--- src/include/orf_defines.svh ---
// Offsets, field positions, reset values and codes of the response filter
`ifndef ORF_DEFINES_SVH
`define ORF_DEFINES_SVH

// Model-specific address of the filter configuration register
`define ORF_CFG_ADDR        32'h0000_01a6
// Configuration register layout
`define ORF_CFG_WIDTH       16
`define ORF_REQ_LSB         0
`define ORF_REQ_MSB         7
`define ORF_RSP_LSB         8
`define ORF_RSP_MSB         15
`define ORF_RSV_BIT         11
`define ORF_CFG_RESET       16'h0000
// Writable bits: all but the reserved bit
`define ORF_CFG_WMASK       16'hf7ff
// Request bit positions
`define ORF_REQ_DMND_DATA   0
`define ORF_REQ_DMND_OWN    1
`define ORF_REQ_DMND_CODE   2
`define ORF_REQ_WB          3
`define ORF_REQ_PF_DATA     4
`define ORF_REQ_PF_OWN      5
`define ORF_REQ_PF_CODE     6
`define ORF_REQ_OTHER       7
// Response bit positions within the response field
`define ORF_RSP_LLC_HIT     0
`define ORF_RSP_CLEAN_SNP   1
`define ORF_RSP_MOD_SNP     2
`define ORF_RSP_FWD         4
`define ORF_RSP_REMOTE_MEM  5
`define ORF_RSP_LOCAL_MEM   6
`define ORF_RSP_IO_HUB      7
// Event-select code and unit mask of the outbound-response event
`define ORF_EVT_CODE        8'hb7
`define ORF_EVT_UMASK       8'h01

`endif

--- src/include/orf_pkg.sv ---
// Types shared by the outbound response filter and its bench
package orf_pkg;

    // Fine-grained kind of an outbound transaction
    typedef enum logic [4:0] {
        ORF_K_REQ_DEMAND_DATA_READ   = 5'h00,
        ORF_K_DCU_REQ_PREFETCH_DATA_READ = 5'h01,
        ORF_K_PTE_RD         = 5'h02,
        ORF_K_DMND_OWN_RD    = 5'h03,
        ORF_K_DCU_PF_OWN_RD  = 5'h04,
        ORF_K_DMND_CODE_RD   = 5'h05,
        ORF_K_DCU_PF_CODE_RD = 5'h06,
        ORF_K_WRITEBACK      = 5'h07,
        ORF_K_L2_REQ_PREFETCH_DATA_READ  = 5'h08,
        ORF_K_L2_PF_OWN_RD   = 5'h09,
        ORF_K_L2_PF_CODE_RD  = 5'h0a,
        ORF_K_LLC_INVAL      = 5'h0b,
        ORF_K_IO             = 5'h0c,
        ORF_K_WRITE          = 5'h0d,
        ORF_K_WC_NT_STORE    = 5'h0e,
        ORF_K_FLUSH          = 5'h0f,
        ORF_K_FENCE          = 5'h10,
        ORF_K_LOCK           = 5'h11,
        ORF_K_UNLOCK         = 5'h12,
        ORF_K_SPLIT_LOCK     = 5'h13
    } orf_kind_e;

    // Service outcome reported by the shared subsystem
    typedef enum logic [3:0] {
        ORF_R_LLC_HIT_NO_SNP = 4'h0,
        ORF_R_LLC_HIT_CLEAN  = 4'h1,
        ORF_R_LLC_HIT_MOD    = 4'h2,
        ORF_R_PKG_FORWARD    = 4'h3,
        ORF_R_MEM            = 4'h4,
        ORF_R_IO_HUB         = 4'h5,
        ORF_R_UNCACHED       = 4'h6
    } orf_rsp_e;

    // One completed outbound transaction
    typedef struct packed {
        logic      done;
        orf_kind_e kind;
        orf_rsp_e  rsp;
        logic      remote_home;
    } orf_txn_s;

    // Event selection of one core general counter
    typedef struct packed {
        logic [7:0] code;
        logic [7:0] umask;
    } orf_evsel_s;

    // Model-specific register access request
    typedef struct packed {
        logic        wr;
        logic        rd;
        logic [31:0] addr;
        logic [63:0] wdata;
    } orf_msr_req_s;

endpackage

--- src/verilog/orf_filter.sv ---
// Outbound response event filter with its configuration register
`timescale 1ns/1ps
`include "orf_defines.svh"

module orf_filter
    import orf_pkg::*;
#(
    parameter int NUM_CTR = 4
) (
    // Clock, reset and enable
    input  wire logic                       CORE_CLK_IN,
    input  wire logic                       SYS_RST_IN,
    input  wire logic                       CORE_CE_IN,
    // Model-specific register access
    input  wire orf_msr_req_s               MSR_REQ_IN,
    output logic [63:0]                     MSR_RDATA_OUT,
    output logic                            MSR_ACK_OUT,
    output logic                            MSR_MISS_OUT,
    // Completed outbound transactions
    input  wire orf_txn_s                   TXN_IN,
    // Event selection of each general counter
    input  wire orf_evsel_s [NUM_CTR-1:0]   EVSEL_IN,
    // Increment pulses to the general counters
    output logic [NUM_CTR-1:0]              CTR_INC_OUT,
    // Current filter setting
    output logic [`ORF_CFG_WIDTH-1:0]       FILTER_CFG_OUT
);

    // Configuration register state
    logic [`ORF_CFG_WIDTH-1:0]  cfg;
    logic [`ORF_CFG_WIDTH-1:0]  next_cfg;

    // Answer registers of the access port
    logic [63:0]                rdata;
    logic                       ack;
    logic                       miss;

    // Captured transaction stage
    orf_txn_s                   txn_q;

    // Increment pulses
    logic [NUM_CTR-1:0]         inc;
    logic [NUM_CTR-1:0]         next_inc;

    // Access decode
    wire                        acc_any;
    wire                        acc_hit;
    wire                        cfg_write;
    wire [63:0]                 cfg_readback;

    // Field views of the configuration
    wire [7:0]                  req_sel;
    wire [7:0]                  rsp_sel;

    // Class of the captured transaction
    logic [7:0]                 req_bit;
    logic [7:0]                 rsp_bit;
    wire                        req_match;
    wire                        rsp_match;
    wire                        txn_match;

    // Decode of register accesses: one address only
    assign acc_any   = MSR_REQ_IN.wr | MSR_REQ_IN.rd;
    assign acc_hit   = (MSR_REQ_IN.addr == `ORF_CFG_ADDR);
    assign cfg_write = MSR_REQ_IN.wr & acc_hit;

    // Reserved bit is never stored, so it reads as zero
    assign next_cfg = cfg_write ?
        (MSR_REQ_IN.wdata[`ORF_CFG_WIDTH-1:0] & `ORF_CFG_WMASK) :
        cfg;

    // Upper bits of the register read as zero
    assign cfg_readback = {{(64-`ORF_CFG_WIDTH){1'b0}}, cfg};

    // Field views
    assign req_sel = cfg[`ORF_REQ_MSB:`ORF_REQ_LSB];
    assign rsp_sel = cfg[`ORF_RSP_MSB:`ORF_RSP_LSB];

    // Configuration register
    always_ff @(posedge CORE_CLK_IN or posedge SYS_RST_IN) begin
        if (SYS_RST_IN) begin
            cfg <= `ORF_CFG_RESET;
        end else if (CORE_CE_IN) begin
            cfg <= next_cfg;
        end
    end

    // Access answer: one cycle after the request, unmapped reads give zero
    always_ff @(posedge CORE_CLK_IN or posedge SYS_RST_IN) begin
        if (SYS_RST_IN) begin
            rdata <= 64'h0000_0000_0000_0000;
            ack   <= 1'b0;
            miss  <= 1'b0;
        end else if (CORE_CE_IN) begin
            ack   <= acc_any;
            miss  <= acc_any & ~acc_hit;
            rdata <= (MSR_REQ_IN.rd & acc_hit) ? cfg_readback :
                     64'h0000_0000_0000_0000;
        end
    end

    // Request-type class of the captured transaction
    always_comb begin
        req_bit = 8'h00;
        case (txn_q.kind)
            // Demand, first-level prefetch and table-walk data reads
            ORF_K_REQ_DEMAND_DATA_READ,
            ORF_K_DCU_REQ_PREFETCH_DATA_READ,
            ORF_K_PTE_RD: begin
                req_bit[`ORF_REQ_DMND_DATA] = 1'b1;
            end
            // Demand and first-level prefetch ownership reads
            ORF_K_DMND_OWN_RD,
            ORF_K_DCU_PF_OWN_RD: begin
                req_bit[`ORF_REQ_DMND_OWN] = 1'b1;
            end
            // Demand and first-level prefetch code reads
            ORF_K_DMND_CODE_RD,
            ORF_K_DCU_PF_CODE_RD: begin
                req_bit[`ORF_REQ_DMND_CODE] = 1'b1;
            end
            // Modified-to-exclusive writebacks
            ORF_K_WRITEBACK: begin
                req_bit[`ORF_REQ_WB] = 1'b1;
            end
            // Second-level prefetcher traffic, each on its own bit
            ORF_K_L2_REQ_PREFETCH_DATA_READ: begin
                req_bit[`ORF_REQ_PF_DATA] = 1'b1;
            end
            ORF_K_L2_PF_OWN_RD: begin
                req_bit[`ORF_REQ_PF_OWN] = 1'b1;
            end
            ORF_K_L2_PF_CODE_RD: begin
                req_bit[`ORF_REQ_PF_CODE] = 1'b1;
            end
            // Everything else shares the catch-all bit
            ORF_K_LLC_INVAL,
            ORF_K_IO,
            ORF_K_WRITE,
            ORF_K_WC_NT_STORE,
            ORF_K_FLUSH,
            ORF_K_FENCE,
            ORF_K_LOCK,
            ORF_K_UNLOCK,
            ORF_K_SPLIT_LOCK: begin
                req_bit[`ORF_REQ_OTHER] = 1'b1;
            end
            // Unknown codes fall into the catch-all as well
            default: begin
                req_bit[`ORF_REQ_OTHER] = 1'b1;
            end
        endcase
    end

    // Service-outcome class of the captured transaction
    always_comb begin
        rsp_bit = 8'h00;
        case (txn_q.rsp)
            // Last-level hit with no coherency action
            ORF_R_LLC_HIT_NO_SNP: begin
                rsp_bit[`ORF_RSP_LLC_HIT] = 1'b1;
            end
            // Hit served by another core, clean snoop
            ORF_R_LLC_HIT_CLEAN: begin
                rsp_bit[`ORF_RSP_CLEAN_SNP] = 1'b1;
            end
            // Hit served by another core, modified copy found
            ORF_R_LLC_HIT_MOD: begin
                rsp_bit[`ORF_RSP_MOD_SNP] = 1'b1;
            end
            // Cross-package forward counts for local home only
            ORF_R_PKG_FORWARD: begin
                rsp_bit[`ORF_RSP_FWD] = ~txn_q.remote_home;
            end
            // Memory service, split by where the line is homed
            ORF_R_MEM: begin
                rsp_bit[`ORF_RSP_REMOTE_MEM] = txn_q.remote_home;
                rsp_bit[`ORF_RSP_LOCAL_MEM]  = ~txn_q.remote_home;
            end
            // Served by the I/O hub rather than memory
            ORF_R_IO_HUB: begin
                rsp_bit[`ORF_RSP_IO_HUB] = 1'b1;
            end
            // Uncached and unknown outcomes select no bit
            default: begin
                rsp_bit = 8'h00;
            end
        endcase
    end

    // A transaction counts when both classes are enabled
    assign req_match = |(req_bit & req_sel);
    assign rsp_match = |(rsp_bit & rsp_sel);
    assign txn_match = txn_q.done & req_match & rsp_match;

    // Capture stage for completed transactions
    always_ff @(posedge CORE_CLK_IN or posedge SYS_RST_IN) begin
        if (SYS_RST_IN) begin
            txn_q <= '0;
        end else if (CORE_CE_IN) begin
            txn_q <= TXN_IN;
        end
    end

    // Per-counter selection: only the outbound-response event uses the filter
    genvar gi;
    generate
        for (gi = 0; gi < NUM_CTR; gi++) begin : g_ctr
            wire sel_hit;
            assign sel_hit = (EVSEL_IN[gi].code == `ORF_EVT_CODE) &&
                             (EVSEL_IN[gi].umask == `ORF_EVT_UMASK);
            assign next_inc[gi] = sel_hit & txn_match;
        end
    endgenerate

    // Increment pulses, one cycle per qualified completion
    always_ff @(posedge CORE_CLK_IN or posedge SYS_RST_IN) begin
        if (SYS_RST_IN) begin
            inc <= '0;
        end else if (CORE_CE_IN) begin
            inc <= next_inc;
        end
    end

    // Outputs
    assign MSR_RDATA_OUT  = rdata;
    assign MSR_ACK_OUT    = ack;
    assign MSR_MISS_OUT   = miss;
    assign CTR_INC_OUT    = inc;
    assign FILTER_CFG_OUT = cfg;

endmodule // orf_filter

--- config.mk ---
export PLATFORM = sky130hd
export DESIGN_NAME = orf_filter
export DESIGN_NICKNAME = d
export VERILOG_FILES = /design/src/include/orf_pkg.sv /design/src/verilog/orf_filter.sv
export VERILOG_INCLUDE_DIRS = /design/src /design/src/include
export SDC_FILE = /design/constraint.sdc
export NUM_CORES = 1
export LEC_CHECK = 0
export BUFFER_PORTS_ARGS = -buffer_cell sky130_fd_sc_hd__buf_2
export CORE_AREA = 2 2 102 104
export DETAILED_ROUTE_END_ITERATION = 8
export DIE_AREA = 0 0 104 106
export PLACE_DENSITY = 0.69
export SLEW_MARGIN = 20
export SYNTH_ARGS = -nofsm -noshare
export SYNTH_HDL_FRONTEND = slang
export SYNTH_SLANG_ARGS = --single-unit
--- constraint.sdc ---
create_clock -name CORE_CLK_IN -period 2.6 [get_ports CORE_CLK_IN]
set_input_delay 0.39 -clock CORE_CLK_IN [delete_from_list [all_inputs] [get_ports CORE_CLK_IN]]
set_output_delay 0.39 -clock CORE_CLK_IN [all_outputs]
set_load 0.03 [all_outputs]
== Word-level counts from Yosys, hierarchy flattened ==
Index checks and enable logic that the tools add are counted.

* Bits in registers: 96
* Input port bits: 176
* Logic and storage cells: 75

* Eq/ne operators: 24
* Mux-type cells: 15
* Bitwise gates (word level): 14
* Reduce and logical (&&, ||, !) cells: 13

{| class="wikitable"
|+ Operators by type and width
! kind !! number
|-
| equality test 32 x 9 -> 1 bit (second input constant) || 1
|-
| equality test 8 x 1 -> 1 bit (second input constant) || 4
|-
| equality test 8 bit (second input constant) || 4
|-
| equality test 5 x 3 -> 1 bit (second input constant) || 4
|-
| AND 8 bit || 2
|-
| 2-to-1 mux 16 bit || 1
|-
| OR reduction 8 bit || 2
|-
| equality test 5 x 4 -> 1 bit (second input constant) || 3
|-
| 2-to-1 mux 1 bit || 13
|-
| OR reduction 11 bit || 1
|-
| equality test 5 x 2 -> 1 bit (second input constant) || 2
|-
| AND 1 bit || 9
|-
| equality test 4 x 2 -> 1 bit (second input constant) || 2
|-
| equality test 4 x 3 -> 1 bit (second input constant) || 2
|-
| equality test 5 x 1 -> 1 bit (second input constant) || 1
|-
| zero test 5 bit || 1
|-
| equality test 4 x 1 -> 1 bit (second input constant) || 1
|-
| logical AND 1 bit || 4
|-
| zero test 4 bit || 1
|-
| OR reduction 2 bit || 2
|-
| OR reduction 3 bit || 1
|-
| 2-to-1 mux 2 bit || 1
|-
| NOT 1 bit || 2
|-
| AND reduction 2 bit || 1
|-
| OR 1 bit || 1
|}

== Longest topological paths before layout ==
Gate-level depths: netlist of the first run.

* Depth in word-level cells: 8
* Depth in mapped cells: 7
* Depth with buffers taken out: 5

== Worst setup path before layout of the first run ==
Ideal clock, no wire load.

* Kind: flip-flop to flip-flop
* From: register cfg[13] (netlist: FILTER_CFG_OUT[13])
* To: register inc[0] (netlist: CTR_INC_OUT[0])
* Setup time: 0.139 ns
* Arrival time: 1.597 ns
* Required time: 2.461 ns
* Slack: 0.864 ns
* Cell stages (with the launch flop): 5
* Path buffers: 0
* Path through: dfrtp_1 mux2_1 mux4_2 mux2i_1 o32ai_1

* Longest elaborated chain between the ends: 4

{| class="wikitable"
|+ Ends and longest elaborated chain
! item !! RTL line !! RTL
|-
| start: declaration || orf_filter.sv:30 || <nowiki>logic [`ORF_CFG_WIDTH-1:0] cfg;</nowiki>
|-
| start signal: assignment || orf_filter.sv:82 || <nowiki>cfg <= `ORF_CFG_RESET;</nowiki>
|-
| start signal: assignment || orf_filter.sv:84 || <nowiki>cfg <= next_cfg;</nowiki>
|-
| AND 8 bit || orf_filter.sv:193 || <nowiki>assign rsp_match = |(rsp_bit & rsp_sel);</nowiki>
|-
| OR reduction 8 bit || orf_filter.sv:193 ||
|-
| AND 1 bit || orf_filter.sv:194 || <nowiki>assign txn_match = txn_q.done & req_match & rsp_match;</nowiki>
|-
| AND 1 bit || orf_filter.sv:212 || <nowiki>assign next_inc[gi] = sel_hit & txn_match;</nowiki>
|-
| end signal: assignment || orf_filter.sv:221 || <nowiki>inc <= next_inc;</nowiki>
|-
| end: declaration || orf_filter.sv:42 || <nowiki>logic [NUM_CTR-1:0] inc;</nowiki>
|}

Every way passes these cells.
A chain may end at the register's enable or synchronous reset.

== Worst setup path in the final report of the first run ==
* From: register txn_q[0] in the netlist's numbering
* To: register inc[3] (netlist: CTR_INC_OUT[3])

* Longest elaborated chain between the ends: 6
* Elaborated cells on any way between the ends: 7
* Classes of those cells: mux (2); bitwise (4); reduce/logical (1)

{| class="wikitable"
|+ Ends and longest elaborated chain
! item !! RTL line !! RTL
|-
| start: declaration || orf_filter.sv:39 || <nowiki>orf_txn_s txn_q;</nowiki>
|-
| start signal: assignment || orf_filter.sv:199 || <nowiki>txn_q <= '0;</nowiki>
|-
| start signal: assignment || orf_filter.sv:201 || <nowiki>txn_q <= TXN_IN;</nowiki>
|-
| NOT 1 bit || orf_filter.sv:173, orf_filter.sv:178 ||
|-
| 2-to-1 mux 1 bit / 2-to-1 mux 2 bit (equally long branches) || orf_filter.sv:158 || <nowiki>case (txn_q.rsp)</nowiki>
|-
| AND 8 bit (*) || orf_filter.sv:193 ||
|-
| OR reduction 8 bit (*) || orf_filter.sv:193 ||
|-
| AND 1 bit (*) || orf_filter.sv:194 ||
|-
| AND 1 bit (*) || orf_filter.sv:212 ||
|}

Mark *: on every way between the ends. The rest lies on a longest branch, timed or not.

==> flow_metrics.py, run 1 <==
metrics = {
    "die": {
        "ioPinCount": 262,
        "die_w_um": 104,
        "start_util_pct": 27.4,
        "core_mm2": 0.0100,
        "die_area_mm2": 0.0110,
        "rows": 37,
        "dieHeight_um": 106,
    },
    "drt": {
        "drtIter0Drc": 73,
        "wl_met1_mm": 2.90,
        "vias": 2319,
        "wire_per_inst_um": 13.4,
        "wl_mm": 7.25,
        "topRoutingLayerUsed": "met4",
        "wl_met2_mm": 3.75,
        "met3_wirelength_um": 489,
        "antenna_left": 0,
        "drc": 0,
        "vias_per_cell": 4.29,
        "dr.pass1.iters": 4,
    },
    "timing": {
        "finalSetupViolCount": 0,
        "worst_slew_pin_slew_ns": 0.688,
        "skew_ns": 0.00711,
        "timing.final.crit_share_pct": 72.2,
        "maxSlewViolCount": 0,
        "fmax_mhz": 533,
        "hold_viol": 0,
        "maxSlewHeadroom_pct": 54.0,
        "rsz0062_at_grt": "no",
        "post-route-min-period_ns": 1.88,
        "fin_tns_setup_ns": 0,
    },
    "synthesis": {
        "yosys.area.top_type": "dfrtp_1",
        "netlist_area_mm2": 0.00274,
        "synth_area_leaders": "dfrtp_1, buf_4, mux2_2, mux2_4, a31o_2",
        "synthDistinctLibCells": 40,
        "synth_top_area_share_pct": 42.9,
        "yosys_warnings": 0,
        "netlist_instances": 239,
        "syn_area_per_cell_um2": 11.5,
        "seq_area_frac_synth_pct": 42.9,
        "synth_seq_cells": 47,
    },
    "cts": {
        "clock-root-buffer": "clkbuf_8",
        "cts_buffer_depth": 2,
        "cts_setup_buffers": 0,
        "h-tree-depth": 2,
        "cts_buffers": 5,
        "cts_resized": 0,
        "cts_tree": "built",
        "cts_sinks": 47,
        "clk_pin_slew_worst_paths_ns": 0.10,
        "clk_latency_ns": 0.31,
        "hold_buffers": 0,
    },
    "grt": {
        "grt_usage_pct": 13.0,
        "grt_overflow": 0,
        "grt_pass1_vias": 2318,
        "grt_start_max_net_pins": 32,
        "grt_pass1_wl_mm": 11.4,
        "antenna_found_initial": 0,
    },
    "critical_path": {
        "criticalPathCategory": "reg -> reg",
        "critical_path_required_ns": 2.77,
        "slowest_delay_ns": 0.45,
        "cp-start-kind": "flop",
        "cp-end-kind": "flop",
        "crit_buf_inv": 0,
        "crit_arrival_ns": 2.05,
        "cp_slowest_cell": "mux4_2",
        "worstPathCellList": "mux2_1, mux4_2, mux2i_1, o32ai_1",
        "cp_max_fo": 4,
        "crit_family": "multiplexers",
    },
    "place": {
        "hpwl_mm": 5.86,
        "port-buffer-count": 162,
        "globalplace.congestion": 0.758,
    },
    "outcome": {
        "outcome": "completed",
    },
    "layout": {
        "fin_nets": 579,
        "area_growth_pct": 32.0,
        "antenna_cells": 0,
        "drive_gt1_share_pct": 54.2,
    },
    "power": {
        "power.density_mw_per_mm2": 443,
        "leakagePower_nw": 1.93,
        "finalPower_mw": 1.60,
        "vdd_ir_drop_max_uv": 197,
    },
    "hold_path": {
        "worst_hold_path_type": "in -> async",
    },
    "flow_run": {
        "maxCapViolCount": 0,
    },
}
==> cells by family (layout without fill, tap and decap cells) <==
logic type	after synthesis	after routing	synth area share (%)
other cells	1	50	0.137
mux	29	29	13.6
buf+inv	67	183	17.1
simple gates	64	64	17.3
compound gates	31	31	8.99
flops	47	47	42.9
==> synth_stat cells (all sizes together) <==
| cell type | instances |
|---|---|
| nand3b | 2 |
| o22ai | 1 |
| a31o | 16 |
| nor4b | 1 |
| nand4 | 6 |
| nor2b | 15 |
| and3 | 2 |
| nor4bb | 3 |
| conb | 1 |
| o32ai | 4 |
| nand2b | 1 |
| nor3b | 1 |
| nand2 | 1 |
| mux2i | 2 |
| o21ai | 4 |
| a211oi | 1 |
| a21o | 2 |
| a32oi | 1 |
| or4 | 4 |
| clkbuf | 5 |
| inv | 8 |
| nand4b | 5 |
| dfrtp | 47 |
| a21oi | 1 |
| and3b | 2 |
| nor4 | 10 |
| mux4 | 1 |
| nand4bb | 4 |
| buf | 54 |
| and2 | 1 |
| mux2 | 26 |
| nor2 | 6 |
| a221oi | 1 |
==> report_power, final <==
group	internal, mW	switching, mW	total (mW)
logic	0.108	0.175	0.283
registers	0.750	0.0224	0.773
clock network	0.287	0.262	0.549
total	1.14	0.460	1.60
==> final cells by class <==
type                            instances  area (µm²)
Multi-Input combinational cell        174        1280
Tap cell                              136         170
Clock inverter                          3        43.8
Fill cell                            1030        6380
Sequential cell                        47        1180
Timing Repair Buffer                  167         848
Inverter                                8        30.0
Clock buffer                            5        68.8
==> cells in the final DEF (no fill, tap or decap), types with 6 or more instances in the layout <==
cell     count
mux2_2      15
a31o_2      11
mux2_4      10
nor2b_1     15
buf_2      162
nand4_1      6
nor2_1       6
inv_1        7
dfrtp_1     47
nor4_1       7
conb_1      50
==> final timing paths <==
kind,from,to,slack (ns),cells after the start
min reg2reg,txn_q[10]$_DFFE_PP0P_,txn_q[10]$_DFFE_PP0P_,0.53,1
min,SYS_RST_IN,MSR_RDATA_OUT[5]$_DFFE_PP0P_,0.18,2
max in group asynchronous,SYS_RST_IN,MSR_RDATA_OUT[1]$_DFFE_PP0P_,1.81,3
max,txn_q[0]$_DFFE_PP0P_,CTR_INC_OUT[3]$_DFFE_PP0P_,0.72,4
max reg2reg,txn_q[0]$_DFFE_PP0P_,CTR_INC_OUT[3]$_DFFE_PP0P_,0.72,4
min in group CORE_CLK_IN,MSR_REQ_IN[10],FILTER_CFG_OUT[10]$_DFFE_PP0P_,0.31,2
==> stage by stage <==
stage	hold slack, ns	instances	cell area, µm²	utilization (%)	worst slack [ns]
final	0.177	540	3620	36.2	0.723
after detailed placement	0.513	532	3510	35.1	0.497
after global placement	0.486	532	3510	35.1	0.539
after global routing	0.238	540	3620	36.2	0.606
after CTS	0.209	540	3620	36.2	0.627
after floorplan	0.471	288	2930	-	0.864
==> state kept, by name (all words and copies together) (netlist names) <==
signal and flops:
txn_q 11, CTR_INC_OUT 4, MSR_ACK_OUT 1, MSR_RDATA_OUT 15, FILTER_CFG_OUT 15, MSR_MISS_OUT 1
==> layer usage <==
| metal | vias up | global-route usage, % |
|---|---|---|
| met5 | - | 0 |
| met4 | 0 | 4.15 |
| met3 | 7 | 2.51 |
| met2 | 121 | 23.5 |
| met1 | 1095 | 15.5 |
| li1 | 1096 | - |
Power figures use the tool's default switching activity.
==> inputs of run 2 (changes only) <==
--- a/config.mk
+++ b/config.mk
@@ -7,10 +7,10 @@
 export NUM_CORES = 1
 export LEC_CHECK = 0
 export BUFFER_PORTS_ARGS = -buffer_cell sky130_fd_sc_hd__buf_2
-export CORE_AREA = 2 2 102 104
+export CORE_AREA = 2 2 100 102
 export DETAILED_ROUTE_END_ITERATION = 8
-export DIE_AREA = 0 0 104 106
-export PLACE_DENSITY = 0.69
+export DIE_AREA = 0 0 102 104
+export PLACE_DENSITY = 0.73
 export SLEW_MARGIN = 20
 export SYNTH_ARGS = -nofsm -noshare
 export SYNTH_HDL_FRONTEND = slang
==> constraint.sdc (replaced) <==
create_clock -name CORE_CLK_IN -period 1.54 [get_ports CORE_CLK_IN]
set_input_delay 0.231 -clock CORE_CLK_IN [delete_from_list [all_inputs] [get_ports CORE_CLK_IN]]
set_output_delay 0.231 -clock CORE_CLK_IN [all_outputs]
set_load 0.03 [all_outputs]
==> flow_metrics.py, run 2 (same netlist as run 1, synthesis figures left out) <==
metrics = {
    "outcome": {
        "outcome": "complete, but fails checks",
        "violations": "setup timing",
    },
    "timing": {
        "finalSetupViolCount": 4,
        "fin_tns_setup_ns": -0.538,
        "post-route-min-period_ns": 1.68,
        "rsz0062_at_grt": "yes",
        "skew_ns": 0.00741,
        "maxSlewViolCount": 0,
        "timing.final.crit_share_pct": 109,
        "worst_slack_ns": -0.143,
        "fmax_mhz": 594,
        "hold_viol": 0,
    },
    "layout": {
        "drive_gt1_share_pct": 58.0,
        "antenna_cells": 0,
        "final_common_cell": "buf_2",
        "multi_input_area_mm2": 0.00134,
        "fin_nets": 592,
        "final-seq-area_mm2": 0.00118,
        "fillers": 946,
        "area_growth_pct": 40.3,
        "final_cell_mix": "buf_2, conb_1, dfrtp_1, nor2b_1, mux2_2",
        "final_cell_count_no_fill": 550,
    },
    "drt": {
        "wl_mm": 8.02,
        "vias_per_cell": 4.30,
        "antenna_left": 0,
        "drtIter0Drc": 91,
        "vias": 2365,
        "dr.pass1.iters": 4,
        "drc": 0,
        "wire_per_inst_um": 14.6,
    },
    "grt": {
        "grt_start_max_net_pins": 51,
        "grt_usage_pct": 14.0,
        "grt_pass1_vias": 2301,
        "antenna_found_initial": 0,
        "grt_pass1_wl_mm": 11.6,
        "grt_overflow": 0,
    },
    "critical_path": {
        "critical_path_required_ns": 1.72,
        "criticalPathCategory": "reg -> reg",
        "cp_max_fo": 4,
        "cp-start-kind": "flop",
        "crit_arrival_ns": 1.86,
        "cp-end-kind": "flop",
    },
    "cts": {
        "clock-root-buffer": "clkbuf_8",
        "cts_buffers": 5,
        "cts_sinks": 47,
        "cts_buffer_depth": 2,
        "h-tree-depth": 2,
        "clk_pin_slew_worst_paths_ns": 0.10,
        "cts_setup_buffers": 0,
        "clk_latency_ns": 0.30,
        "cts_tree": "built",
    },
    "place": {
        "globalplace.congestion": 0.843,
        "place_inst": 541,
        "hpwl_mm": 6.40,
        "port-buffer-count": 162,
    },
    "hold_path": {
        "worst_hold_path_type": "in -> reg",
    },
    "power": {
        "leakagePower_nw": 2.02,
        "power.density_mw_per_mm2": 764,
        "vdd_ir_drop_max_uv": 524,
    },
    "die": {
        "ioPinCount": 262,
        "die_w_um": 102,
        "start_util_pct": 28.7,
        "core_mm2": 0.00955,
        "die_area_mm2": 0.0106,
        "rows": 36,
        "dieHeight_um": 104,
    },
    "flow_run": {
        "maxCapViolCount": 0,
    },
}
-- run 2: changes by cell type in the layout (fill, tap and decap cells not counted), moves of 2 or more --
| cell | change |
|---|---|
| nor4_1 | -3 |
| dfrtp_2 | +3 |
| buf_12 | +3 |
| dfrtp_1 | -3 |
| buf_4 | +7 |
| buf_6 | +2 |
| nor4_2 | +2 |
-- run 2: final timing paths --
path                                 startpoint                         end  slack [ns]  cells after the start
hold reg to reg            txn_q[4]$_DFFE_PP0P_        txn_q[4]$_DFFE_PP0P_        0.51                      1
min in group asynchronous            SYS_RST_IN        txn_q[3]$_DFFE_PP0P_        0.51                      4
setup reg to reg           txn_q[0]$_DFFE_PP0P_  CTR_INC_OUT[1]$_DFFE_PP0P_       -0.14                      5
setup / recovery           txn_q[0]$_DFFE_PP0P_  CTR_INC_OUT[1]$_DFFE_PP0P_       -0.14                      5
max in group asynchronous            SYS_RST_IN        txn_q[7]$_DFFE_PP0P_        0.80                      4
hold / removal                        TXN_IN[7]        txn_q[7]$_DFFE_PP0P_        0.13                      3
-- run 2: where the power goes --
group          internal (mW)  switching, mW
sequential              1.27         0.0367
clock                  0.659          0.454
combinational          0.204          0.317
total                   2.13          0.808
-- run 2: layer usage --
layer / share of wire (%) / vias up / wire [µm] / global-route usage (%)
met2: 51 / 121 / 4090 / 25.0
met1: 41 / 1112 / 3280 / 17.4
met3: 7.6 / 5 / 608 / 2.96
met5: 0 / - / 0 / 0
met4: 0.61 / 0 / 49 / 2.57
li1: - / 1127 / - / -
-- run 2: metrics by stage --
| stage | hold slack [ns] | worst slack, ns | cell area (µm²) | util, % | power (mW) |
|---|---|---|---|---|---|
| 2_1_floorplan | 0.352 | -0.0989 | 2940 | - | 1.70 |
| 3_3_place_gp | 0.287 | -0.341 | 3650 | 38.2 | 1.83 |
| 3_5_place_dp | 0.294 | -0.351 | 3650 | 38.2 | 1.84 |
| 4_1_cts | 0.126 | -0.181 | 3820 | 40.0 | 2.98 |
| 5_1_grt | 0.137 | -0.216 | 3840 | 40.3 | 3.07 |
| 6_report | 0.130 | -0.143 | 3840 | 40.3 | 2.94 |
-- run 2: layout make-up --
class | count | share of cell area [%]
well taps | 133 | 4.33
clock buffers | 5 | 1.79
clock inverters | 3 | 1.85
flip-flops and latches | 47 | 30.7
multi-input cells | 174 | 34.7
inverters | 8 | 0.781
repair buffers | 180 | 25.8
-- run 2: worst max-delay path: stages, from the launching register on --
cell	delay (ns)
dfrtp_1	0.41
mux2_4	0.31
mux4_2	0.45
mux2i_2	0.16
buf_4	0.16
o32ai_1	0.08
-- run 2: what timing repair did --
action / CTS / global route
setup endpoints to repair: 17 / 9
resized for setup: 4 / 6
endpoints found under the hold margin: 47 / 0
hold buffers: 1 / 0
pin swaps: 0 / 2
